$ cat src/rtl/int_pkg.sv
package int_pkg;

  // Vector table geometry: 128 word entries, 24-bit addresses
  localparam int NUM_VEC          = 128;
  localparam int VEC_IDX_W        = 7;
  localparam int LVL_W            = 3;
  localparam int ADDR_W           = 24;
  localparam int VBASE_W          = 15;
  localparam int FIRST_MASKABLE   = 4;
  localparam int LAST_MASKABLE    = 117;
  localparam int CFG_SLOTS        = 8;
  localparam int CFG_SEL_W        = 4;

  // Fixed vector offsets inside the table
  localparam logic [8:0] OFS_MACHINE  = 9'h1e8;
  localparam logic [8:0] OFS_SPURIOUS = 9'h1dc;
  localparam logic [8:0] OFS_XREQ     = 9'h1d8;

  // Reset values
  localparam logic [VBASE_W-1:0] VBASE_RST   = 15'h7fff;
  localparam logic [LVL_W-1:0]   LVL_RST     = 3'h1;
  localparam logic [LVL_W-1:0]   LVL_OFF     = 3'h0;
  localparam logic [CFG_SEL_W-1:0] CFG_SEL_RST = 4'h0;

  // APB byte addresses
  localparam logic [7:0] ADDR_VBASE     = 8'h00;
  localparam logic [7:0] ADDR_CFG_SEL   = 8'h04;
  localparam logic [7:0] ADDR_CFG_DATA0 = 8'h08;
  localparam logic [7:0] ADDR_CFG_DATA7 = 8'h24;
  localparam logic [7:0] ADDR_STATUS    = 8'h28;

  // Status register field positions
  localparam int ST_LEVEL_LSB  = 0;
  localparam int ST_WIN_LSB    = 4;
  localparam int ST_FOUND_BIT  = 11;
  localparam int ST_XWAKE_BIT  = 12;
  localparam int ST_LOWPWR_BIT = 13;

  function automatic logic is_cfg_data(input logic [7:0] addr);
    return (addr >= ADDR_CFG_DATA0) && (addr <= ADDR_CFG_DATA7) && (addr[1:0] == 2'h0);
  endfunction : is_cfg_data

  function automatic logic [2:0] cfg_slot(input logic [7:0] addr);
    logic [7:0] d;
    d = addr - ADDR_CFG_DATA0;
    return d[4:2];
  endfunction : cfg_slot

  function automatic logic is_maskable(input int idx);
    return (idx >= FIRST_MASKABLE) && (idx <= LAST_MASKABLE);
  endfunction : is_maskable

endpackage : int_pkg

$ cat src/rtl/prio_arbiter.sv
`timescale 1ns/1ps
`default_nettype none
module prio_arbiter
  import int_pkg::*;
(
  // Requests and their levels
  input  wire logic [NUM_VEC-1:0]            req,
  input  wire logic [NUM_VEC-1:0][LVL_W-1:0] levels,
  input  wire logic [LVL_W-1:0]              cur_level,
  // Winner
  output logic                               found,
  output logic      [VEC_IDX_W-1:0]          win_idx,
  output logic      [LVL_W-1:0]              win_level
);

  // Scanning upward with >= lets the higher vector take a tie
  always_comb begin
    found     = 1'b0;
    win_idx   = '0;
    win_level = LVL_OFF;
    for (int i = FIRST_MASKABLE; i <= LAST_MASKABLE; i++) begin
      if (req[i] && (levels[i] != LVL_OFF) && (levels[i] > cur_level)
          && (!found || (levels[i] >= win_level))) begin
        found     = 1'b1;
        win_idx   = VEC_IDX_W'(i);
        win_level = levels[i];
      end
    end
  end

endmodule : prio_arbiter
`default_nettype wire

$ cat src/rtl/prio_cfg_store.sv
`timescale 1ns/1ps
`default_nettype none
module prio_cfg_store
  import int_pkg::*;
(
  // Clock and reset
  input  wire logic                            pclk,
  input  wire logic                            presetn,
  // Write side
  input  wire logic                            sel_wr,
  input  wire logic                            data_wr,
  input  wire logic [2:0]                      data_slot,
  input  wire logic [31:0]                     wdata,
  // Stored state
  output logic      [CFG_SEL_W-1:0]            sel_reg,
  output logic      [NUM_VEC-1:0][LVL_W-1:0]   levels
);

  logic [CFG_SEL_W-1:0]          sel_next;
  logic [NUM_VEC-1:0][LVL_W-1:0] lvl_reg;
  logic [NUM_VEC-1:0][LVL_W-1:0] lvl_next;
  logic [VEC_IDX_W-1:0]          wr_idx;

  assign wr_idx = {sel_reg, data_slot};
  assign levels = lvl_reg;

  always_comb begin
    sel_next = sel_reg;
    lvl_next = lvl_reg;
    if (sel_wr) begin
      sel_next = wdata[CFG_SEL_W-1:0];
    end
    // Writes to fixed-priority slots are dropped so they read back as zero
    if (data_wr && is_maskable(int'(wr_idx))) begin
      lvl_next[wr_idx] = wdata[LVL_W-1:0];
    end
  end

  always_ff @(posedge pclk or negedge presetn) begin
    if (!presetn) begin
      sel_reg <= CFG_SEL_RST;
      for (int i = 0; i < NUM_VEC; i++) begin
        lvl_reg[i] <= is_maskable(i) ? LVL_RST : LVL_OFF;
      end
    end else begin
      sel_reg <= sel_next;
      lvl_reg <= lvl_next;
    end
  end

endmodule : prio_cfg_store
`default_nettype wire

$ cat src/rtl/priority_interrupt_wakeup.sv
// Function
// - Vector base resets to default, software relocatable
// - Levels set via select and eight data registers
// - Up to seven nested maskable levels
// - Set mask bit blocks maskable preemption
// - Cleared mask allows only higher-level preemption
// - Qualified maskable requests wake from stop/wait
// - Machine exception wakes from stop/wait
// - Set mask bit blocks maskable wake-up
// - Level not above current is ignored
// - X request always wakes, even masked
// - Masked X wake supplies no vector
// - Masked X wake resumes after wait/stop
// - Level zero disables a maskable request
// - Equal levels: higher vector address wins
// - Vector fetch loads winner level into CPU
// - Vanished request yields spurious vector
//
// The implementer's own choices: the address map and the APB register port.
`timescale 1ns/1ps
`default_nettype none
module priority_interrupt_wakeup
  import int_pkg::*;
(
  // APB slave
  input  wire logic                  pclk,
  input  wire logic                  presetn,
  input  wire logic                  psel,
  input  wire logic                  penable,
  input  wire logic                  pwrite,
  input  wire logic [7:0]            paddr,
  input  wire logic [31:0]           pwdata,
  output logic      [31:0]           prdata,
  output logic                       pready,
  output logic                       pslverr,
  // Peripheral requests, same clock
  input  wire logic [NUM_VEC-1:0]    irq_req,
  input  wire logic                  machine_exception_req,
  // Non-maskable X request pin, active low
  input  wire logic                  nonmaskable_x_request_n,
  // CPU core state
  input  wire logic                  ccw_i_mask,
  input  wire logic                  ccw_x_mask,
  input  wire logic [LVL_W-1:0]      current_service_level,
  input  wire logic                  low_power,
  input  wire logic                  vector_request,
  // CPU core requests and vectors
  output logic                       maskable_to_cpu,
  output logic                       x_to_cpu,
  output logic                       machine_to_cpu,
  output logic                       vector_valid,
  output logic      [ADDR_W-1:0]     vector_addr,
  output logic                       load_service_level,
  output logic      [LVL_W-1:0]      new_service_level,
  output logic                       resume_next,
  // Clock and power logic
  output logic                       wakeup
);

  // Vector entry address inside the table at the current base
  function automatic logic [ADDR_W-1:0] vec_at(input logic [VBASE_W-1:0] base,
                                               input logic [8:0]         ofs);
    return {base, ofs};
  endfunction : vec_at

  // Every decoded register offset; anything else answers with an error
  function automatic logic is_mapped(input logic [7:0] addr);
    return (addr == ADDR_VBASE) || (addr == ADDR_CFG_SEL)
        || is_cfg_data(addr) || (addr == ADDR_STATUS);
  endfunction : is_mapped

  // Configuration storage and arbitration
  logic [CFG_SEL_W-1:0]          cfg_sel;
  logic [NUM_VEC-1:0][LVL_W-1:0] levels;
  logic                          found;
  logic [VEC_IDX_W-1:0]          win_idx;
  logic [LVL_W-1:0]              win_level;
  logic                          wr_access;
  logic                          rd_setup;
  logic                          sel_wr;
  logic                          data_wr;
  logic                          vbase_wr;

  // A write lands only at the access edge, so a stalled master never writes twice
  assign wr_access = psel && penable && pready && pwrite;
  assign rd_setup  = psel && !penable;
  assign sel_wr    = wr_access && (paddr == ADDR_CFG_SEL);
  assign data_wr   = wr_access && is_cfg_data(paddr);
  assign vbase_wr  = wr_access && (paddr == ADDR_VBASE);

  prio_cfg_store u_cfg (
    .pclk      (pclk),
    .presetn   (presetn),
    .sel_wr    (sel_wr),
    .data_wr   (data_wr),
    .data_slot (cfg_slot(paddr)),
    .wdata     (pwdata),
    .sel_reg   (cfg_sel),
    .levels    (levels)
  );

  // The CPU stacks the current level on entry, so the compare alone nests levels 1..7
  prio_arbiter u_arb (
    .req       (irq_req),
    .levels    (levels),
    .cur_level (current_service_level),
    .found     (found),
    .win_idx   (win_idx),
    .win_level (win_level)
  );

  // X pin synchroniser; only the second stage feeds clocked logic
  logic x_meta_reg;
  logic x_sync_reg;
  logic x_active;

  always_ff @(posedge pclk or negedge presetn) begin
    if (!presetn) begin
      x_meta_reg <= 1'b1;
      x_sync_reg <= 1'b1;
    end else begin
      x_meta_reg <= nonmaskable_x_request_n;
      x_sync_reg <= x_meta_reg;
    end
  end

  assign x_active = !x_sync_reg;

  // X qualified for service; a masked X only wakes and resumes
  logic x_unmasked;

  assign x_unmasked = x_active && !ccw_x_mask;

  // Wake path stays combinational: pclk may be stopped in stop mode,
  // so the raw pin is used here and never a synchroniser stage
  logic maskable_qualified;
  logic wake_maskable;
  logic wake_machine;
  logic wake_x;

  assign maskable_qualified = found && !ccw_i_mask;
  // Same qualification as in run mode, so a wake always has a vector to take
  assign wake_maskable      = maskable_qualified;
  assign wake_machine       = machine_exception_req;
  // The X pin wakes even when masked; a glitch costs only a spurious wake
  assign wake_x             = !nonmaskable_x_request_n;

  always_comb begin
    wakeup = low_power && (wake_maskable || wake_machine || wake_x);
  end

  // Register file
  logic [VBASE_W-1:0] vbase_reg;
  logic [VBASE_W-1:0] vbase_next;
  logic [31:0]        prdata_next;
  logic               pready_next;
  logic               pslverr_next;
  logic               mapped;
  logic [31:0]        status_word;
  logic               xwake_reg;
  logic               xwake_next;
  logic               resume_next_d;

  // Unmapped offsets answer with an error and read back zero
  always_comb begin
    mapped = is_mapped(paddr);
  end

  // Live view, taken in the setup cycle like every other read
  always_comb begin
    status_word                          = 32'h0;
    status_word[ST_LEVEL_LSB +: LVL_W]   = current_service_level;
    status_word[ST_WIN_LSB +: VEC_IDX_W] = win_idx;
    status_word[ST_FOUND_BIT]            = found;
    status_word[ST_XWAKE_BIT]            = xwake_reg;
    status_word[ST_LOWPWR_BIT]           = low_power;
  end

  always_comb begin
    vbase_next   = vbase_reg;
    prdata_next  = prdata;
    pready_next  = 1'b0;
    pslverr_next = 1'b0;
    if (vbase_wr) begin
      vbase_next = pwdata[ADDR_W-1:9];
    end
    // Answer is prepared in the setup cycle so the access cycle is ready at once
    if (rd_setup) begin
      pready_next  = 1'b1;
      pslverr_next = !mapped;
      prdata_next  = 32'h0;
      if (paddr == ADDR_VBASE) begin
        prdata_next[ADDR_W-1:9] = vbase_reg;
      end else if (paddr == ADDR_CFG_SEL) begin
        prdata_next[CFG_SEL_W-1:0] = cfg_sel;
      end else if (is_cfg_data(paddr)) begin
        prdata_next[LVL_W-1:0] = levels[{cfg_sel, cfg_slot(paddr)}];
      end else if (paddr == ADDR_STATUS) begin
        prdata_next = status_word;
      end
    end
  end

  always_ff @(posedge pclk or negedge presetn) begin
    if (!presetn) begin
      vbase_reg <= VBASE_RST;
      prdata    <= 32'h0;
      pready    <= 1'b0;
      pslverr   <= 1'b0;
    end else begin
      vbase_reg <= vbase_next;
      prdata    <= prdata_next;
      pready    <= pready_next;
      pslverr   <= pslverr_next;
    end
  end

  // CPU request lines and vector supply
  logic              maskable_next;
  logic              x_next;
  logic              machine_next;
  logic              vvalid_next;
  logic [ADDR_W-1:0] vaddr_next;
  logic              load_next;
  logic [LVL_W-1:0]  level_next;

  always_comb begin
    maskable_next = maskable_qualified;
    x_next        = x_unmasked;
    machine_next  = machine_exception_req;
    vvalid_next   = 1'b0;
    vaddr_next    = vector_addr;
    load_next     = 1'b0;
    level_next    = new_service_level;
    // Vector chosen at fetch time, so a later higher request overrides the first
    if (vector_request) begin
      vvalid_next = 1'b1;
      // Machine and unmasked X outrank every maskable request; a masked X supplies no vector
      if (machine_exception_req) begin
        vaddr_next = vec_at(vbase_reg, OFS_MACHINE);
      end else if (x_unmasked) begin
        vaddr_next = vec_at(vbase_reg, OFS_XREQ);
      end else if (maskable_qualified) begin
        vaddr_next = vec_at(vbase_reg, {win_idx, 2'b00});
        load_next  = 1'b1;
        level_next = win_level;
      end else begin
        vaddr_next = vec_at(vbase_reg, OFS_SPURIOUS);
      end
    end
  end

  always_ff @(posedge pclk or negedge presetn) begin
    if (!presetn) begin
      maskable_to_cpu    <= 1'b0;
      x_to_cpu           <= 1'b0;
      machine_to_cpu     <= 1'b0;
      vector_valid       <= 1'b0;
      vector_addr        <= {VBASE_RST, 9'h000};
      load_service_level <= 1'b0;
      new_service_level  <= LVL_OFF;
    end else begin
      maskable_to_cpu    <= maskable_next;
      x_to_cpu           <= x_next;
      machine_to_cpu     <= machine_next;
      vector_valid       <= vvalid_next;
      vector_addr        <= vaddr_next;
      load_service_level <= load_next;
      new_service_level  <= level_next;
    end
  end

  // Masked X wake: one resume pulse per low-power episode, no vector.
  // Relies on the source holding X until the next instruction runs.

  always_comb begin
    xwake_next    = xwake_reg;
    resume_next_d = 1'b0;
    if (!low_power) begin
      xwake_next = 1'b0;
    end else if (x_active && ccw_x_mask && !xwake_reg) begin
      xwake_next    = 1'b1;
      resume_next_d = 1'b1;
    end
  end

  always_ff @(posedge pclk or negedge presetn) begin
    if (!presetn) begin
      xwake_reg   <= 1'b0;
      resume_next <= 1'b0;
    end else begin
      xwake_reg   <= xwake_next;
      resume_next <= resume_next_d;
    end
  end

endmodule : priority_interrupt_wakeup
`default_nettype wire

$ cat config.mk
export PLATFORM = sky130hd
export DESIGN_NAME = priority_interrupt_wakeup
export DESIGN_NICKNAME = d
export VERILOG_FILES = /design/src/rtl/int_pkg.sv /design/src/rtl/prio_arbiter.sv /design/src/rtl/prio_cfg_store.sv /design/src/rtl/priority_interrupt_wakeup.sv
export SDC_FILE = /design/constraint.sdc
export NUM_CORES = 2
export LEC_CHECK = 0
export BUFFER_PORTS_ARGS = -buffer_cell sky130_fd_sc_hd__buf_4
export CORE_UTILIZATION = 30
export DETAILED_ROUTE_END_ITERATION = 7
export GPL_ROUTABILITY_DRIVEN = 0
export SYNTH_ARGS = -nofsm -noshare
export SYNTH_HDL_FRONTEND = slang
export SYNTH_SLANG_ARGS = --single-unit
$ cat constraint.sdc
create_clock -name pclk -period 229.9 [get_ports pclk]
set_input_delay 22.99 -clock pclk [delete_from_list [all_inputs] [get_ports pclk]]
set_output_delay 22.99 -clock pclk [all_outputs]
set_load 0.1 [all_outputs]
* Word level (Yosys, flattened, before mapping)
Index checks and enable logic that the tools add are counted.
Operators by class: eq/ne operators 3, reduce and logical (&&, ||, !) cells 713, bitwise operators 2, add/sub/neg operators 1, multiplexer cells 369, magnitude comparators 233
Operators with widths (number):
- bitwise mux 384 bit | 1
- 2-to-1 mux 7 bit | 54
- 2-to-1 mux 3 bit | 121
- logical AND 1 bit | 358
- greater-than comparator 3 bit | 114
- nonzero test 3 bit | 114
- >= comparator 3 bit | 113
- 2-to-1 mux 6 bit | 32
- 2-to-1 mux 1 bit | 125
- zero test 1 bit | 120
- logical OR 1 bit | 118
- 2-to-1 mux 5 bit | 16
- 2-to-1 mux 4 bit | 9
- 2-to-1 mux 9 bit | 4
- binary-select mux 3 bit (select 7 bit) | 1
- demux 3 bit (select 7 bit) | 1
- 2-to-1 mux 15 bit | 1
- 2-to-1 mux 14 bit | 1
- 2-to-1 mux 11 bit | 1
- 2-to-1 mux 10 bit | 1
- equality test 8 x 3 -> 1 bit, second input constant | 1
- equality test 8 x 6 -> 1 bit, second input constant | 1
- >= comparator 8 x 4 -> 1 bit, second input constant | 1
- less-or-equal comparator 8 x 6 -> 1 bit, second input constant | 1
- 11 further kinds | 12
Storage, ports and cells: flip-flop bits (word level) 473, logic and storage cells 1465, output and inout bits 68, bits of input ports 182

* Longest topological paths before layout
depth after elaboration 461, mapped depth 834, gate-level depth less buffers 814

* Cells and area by module
From an unflattened synthesis, not the netlist that was laid out.
Second synthesis, totals: cell total of the unflattened synthesis 5341, area total of the unflattened synthesis 48627.9 µm²
By module, submodules not included:
- prio_arbiter | sequential area each 0.0 µm², instances 1, area an instance 26889.5 µm², cells an instance 3805
- prio_cfg_store | sequential area each 9851.9 µm², instances 1, area an instance 15322.2 µm², cells an instance 998
- priority_interrupt_wakeup | sequential area each 1916.8 µm², instances 1, area an instance 6416.2 µm², cells an instance 538

* Worst setup path before layout
OpenSTA, ideal clock, no wires.
path type input port to output port, start in current_service_level[1], end out wakeup, buffers on the path 20, setup slack 36072 ps, stages on the path 765, data required time 206910 ps, arrival 170838 ps, cell sequence inv_1 -> ha_1 -> and2b_2 -> o211a_1 -> nand2_1 -> ha_1 -> and2_1 -> a211o_1 -> o211a_1 -> a22o_1 -> ha_1 -> nand2b_1 -> a21o_1 -> a21o_1 -> o21bai_2 -> mux2_2 -> ha_1 -> nand2b_1 -> [729 not listed] -> or2_1 -> o31ai_1 -> inv_1 -> ha_1 -> or2_1 -> buf_1 -> or4b_2 -> o2111a_1 -> buf_2 -> mux2_2 -> ha_1 -> nand2b_1 -> inv_1 -> o211a_2 -> o211ai_2 -> nor3_2 -> a21oi_2 -> o31a_1
RTL lines:
- from (decl) | RTL line priority_interrupt_wakeup.sv:44 | input wire logic [LVL_W-1:0] current_service_level,
- to (decl) | RTL line priority_interrupt_wakeup.sv:57 | output logic wakeup

==> impl_metrics.py <==
metrics = {
    "die": {
        "fp.dieArea_um2": 160000,
        "num_rows": 145,
        "floorplan.die.width_um": 400,
        "die-height_um": 400,
        "floorplan.initialDensity_pct": 30.3,
        "floorplan.core_area_um2": 157000,
        "io_pins": 250,
    },
    "sta": {
        "max_slew.worst_pin.slew_ps": 1270,
        "timing.hold.ws_ps": 349,
        "report.final.slew_viol_count": 0,
        "setup-tns-final_ps": 0,
        "clock_skew_ps": 31.1,
        "setup_violations": 0,
        "rsz0062_at_grt": "false",
        "max_clock_freq_mhz": 4.62,
        "timing.slew.headroom_pct": 14.8,
        "finalCritPeriodShare_pct": 94.1,
        "finalHoldViolCount": 0,
        "final_critical_period_ps": 216240,
    },
    "route": {
        "drt_pre_antenna_iters": 6,
        "detail-route-antenna-nets": 0,
        "avgRoutedWirePerCell_um": 21.7,
        "postRouteWirelength_um": 167000,
        "vias_per_cell": 5.76,
        "drt_iter0_markers": 3701,
        "number_of_remaining_drc_errors": 0,
        "detailroute.via_count": 44300,
    },
    "finish": {
        "fillerInstances": 16100,
        "mostFrequentLayoutCell": "sky130_fd_sc_hd__ha_1",
        "most-common-layout-cells": "581 x sky130_fd_sc_hd__ha_1, 490 x sky130_fd_sc_hd__nand2_1, 459 x sky130_fd_sc_hd__o21ai_0",
        "fin_nets": 6341,
        "largest_register_ffs": 384,
        "layout-drive-gt1-share_pct": 17.8,
        "areaGrowthSynthToFinish_pct": 12.4,
        "antenna_cells_inserted": 0,
    },
    "clock_tree": {
        "cts_root_buf": "sky130_fd_sc_hd__clkbuf_16",
        "clock_latency_ps": 710,
        "post-cts-setup-buffer-count": 0,
        "cts_tree": "done",
        "cts_max_path_buffers": 3,
        "h-tree-depth": 2,
        "post_cts_hold_buffer_count": 0,
        "clk_transition_reported_paths_ps": 70,
        "tritoncts_buffers": 58,
        "post_cts.resized_instances": 0,
        "clock_sink_count": 463,
    },
    "global_routing": {
        "grt_overflow": 0,
        "grt_first_pass_wirelength_um": 257000,
        "grt_start_max_net_pins": 149,
        "global_route.usage.total_pct": 20.2,
        "antenna_found_initial": 6,
        "grt_pass1_vias": 42800,
    },
    "setup_path": {
        "crit_path_start_kind": "primary input",
        "timing.setup.critical_path_class": "primary input to primary output",
        "critPathRequiredTime_ps": 206910,
        "cpMostUsedCell": "sky130_fd_sc_hd__ha_1",
        "setup.worst_path.end_class": "primary output",
        "critical_path.max_stage_delay_ps": 820,
        "cpMaxStageDelayCell": "sky130_fd_sc_hd__o21ai_0",
        "timing.critical_path.fanout_max": 19,
        "critical_path_arrival_ps": 193250,
    },
    "logic_synthesis": {
        "dominantRegCellSynth": "sky130_fd_sc_hd__dfrtp_1",
        "synth_seq_cells": 463,
        "ys_warn_count": 0,
        "yosysSeqAreaShare_pct": 24.7,
        "synth_cell_types": 131,
        "synthCells": 5427,
        "post_synth_instance_area_um2": 47600,
        "asyncSetResetFlopFracSynth_pct": 100,
        "synth_enable_flop_cells": 0,
        "syn_avg_cell_area_um2": 8.77,
    },
    "power": {
        "pwr_density_cell_nw_per_um2": 17.0,
        "power.combinational.fraction_pct": 79.9,
        "clock_power_share_pct": 10.9,
        "switchingPower_uw": 475,
        "power_frac_seq_pct": 9.2,
        "p_int_uw": 433,
        "ir_worst_vdd_uv": 16.9,
        "p_sw_share_pct": 52.3,
        "leakage_power_uw": 0.0243,
    },
    "hold_path": {
        "hp-class": "flop to flop",
    },
    "place": {
        "portBuffers": 212,
        "dp_hpwl_um": 123000,
    },
    "job": {
        "timing.max_cap.violations": 0,
    },
    "run_status": {
        "outcome": "completed",
    },
}
[path summary, 6_finish.rpt]
path	start	endpoint	slack, ps	cells after the start
max in group asynchronous	presetn	u_cfg.levels[251]$_DFFE_PN0P_	204760	4
min	x_meta_reg$_DFF_PN1_	x_sync_reg$_DFF_PN1_	350	0
min reg2reg	x_meta_reg$_DFF_PN1_	x_sync_reg$_DFF_PN1_	350	0
max reg2reg	u_cfg.levels[12]$_DFFE_PN1P_	vector_addr[7]$_DFFE_PN0P_	53490	777
max	current_service_level[1]	wakeup	13660	915
min in group asynchronous	presetn	prdata[18]$_DFFE_PN0P_	22340	1
[per-stage QoR]
step                      total power, µW  area (µm²)  setup slack (ps)  util [%]  std cells
after CTS                             902       53500             15600      34.1       7686
after global placement                782       51400             18320      32.8       7576
after global routing                  997       53500               662      34.1       7686
after detailed placement              795       51400             16390      32.8       7576
final                                 909       53500             13660      34.1       7686
after floorplan                       622       47600             36070         -       5436
[metal layers]
layer | global-route usage, % | vias up | routed length (µm)
li1 | - | 20800 | -
met1 | 27.7 | 21800 | 75600
met2 | 32.5 | 1404 | 75500
met3 | 2.60 | 258 | 9870
met4 | 6.96 | 10 | 5720
met5 | 0 | - | 58
[critical path, delay by kind of cell]
kind / cells / cell delay, ps
AOI/OAI and AO/OA: 385 / 94890
adders and majority gates: 164 / 45620
buffers and inverters: 29 / 2780
muxes: 33 / 12510
and+or+nand+nor: 304 / 50430
[power by group through the flow]
stage                     clock, µW  sequential, µW  combinational, µW
after global routing            104            83.3                809
final                          99.4            83.2                726
after floorplan                   0            90.2                531
after CTS                       102            83.2                717
after global placement            0            84.6                697
after detailed placement          0            84.6                710
[logic make-up (layout without fill, tap and decap cells)]
| family | after synthesis | after routing | share of synthesized area [%] |
|---|---|---|---|
| muxes | 407 | 407 | 12.5 |
| other | 1 | 10 | 0.00788 |
| adders and majority gates | 606 | 606 | 15.8 |
| buffers and inverters | 580 | 772 | 4.70 |
| and+or+nand+nor | 1575 | 1575 | 16.3 |
| AOI/OAI and AO/OA | 1795 | 1795 | 26.0 |
| DFF | 463 | 463 | 24.7 |
[Yosys cell counts (40+ instances only)]
| cell | count | area, µm² |
|---|---|---|
| sky130_fd_sc_hd__a211oi_1 | 56 | 420 |
| sky130_fd_sc_hd__a21o_1 | 125 | 938 |
| sky130_fd_sc_hd__a21oi_1 | 248 | 1240 |
| sky130_fd_sc_hd__a311oi_1 | 60 | 526 |
| sky130_fd_sc_hd__a31oi_1 | 105 | 657 |
| sky130_fd_sc_hd__and2_1 | 67 | 419 |
| sky130_fd_sc_hd__and3_1 | 40 | 250 |
| sky130_fd_sc_hd__clkbuf_1 | 126 | 473 |
| sky130_fd_sc_hd__dfrtp_1 | 317 | 7930 |
| sky130_fd_sc_hd__dfstp_2 | 146 | 3840 |
| sky130_fd_sc_hd__ha_1 | 581 | 7270 |
| sky130_fd_sc_hd__inv_1 | 413 | 1550 |
| sky130_fd_sc_hd__mux2_2 | 255 | 2870 |
| sky130_fd_sc_hd__mux4_2 | 123 | 2770 |
| sky130_fd_sc_hd__nand2_1 | 498 | 1870 |
| sky130_fd_sc_hd__nand2b_1 | 142 | 888 |
| sky130_fd_sc_hd__nand3_1 | 114 | 571 |
| sky130_fd_sc_hd__nor2_1 | 339 | 1270 |
| sky130_fd_sc_hd__nor2b_1 | 127 | 795 |
| sky130_fd_sc_hd__nor3_1 | 68 | 340 |
| sky130_fd_sc_hd__o211ai_1 | 52 | 390 |
| sky130_fd_sc_hd__o21a_1 | 111 | 833 |
| sky130_fd_sc_hd__o21ai_0 | 459 | 2300 |
| sky130_fd_sc_hd__o31ai_1 | 144 | 1080 |
[cell type report]
cell class                 instances  area (µm²)  share of cell area, %
timing repair buffer             247        1890                   3.54
clock buffer                      80        1640                   3.06
tap                             2058        2570                   4.81
inverter                         415        1570                   2.93
multi-input combinational       4393       33600                   62.9
clock inverter                    30         404                  0.756
sequential                       463       11800                   22.0
No activity file was read; power rests on OpenSTA's default activity.
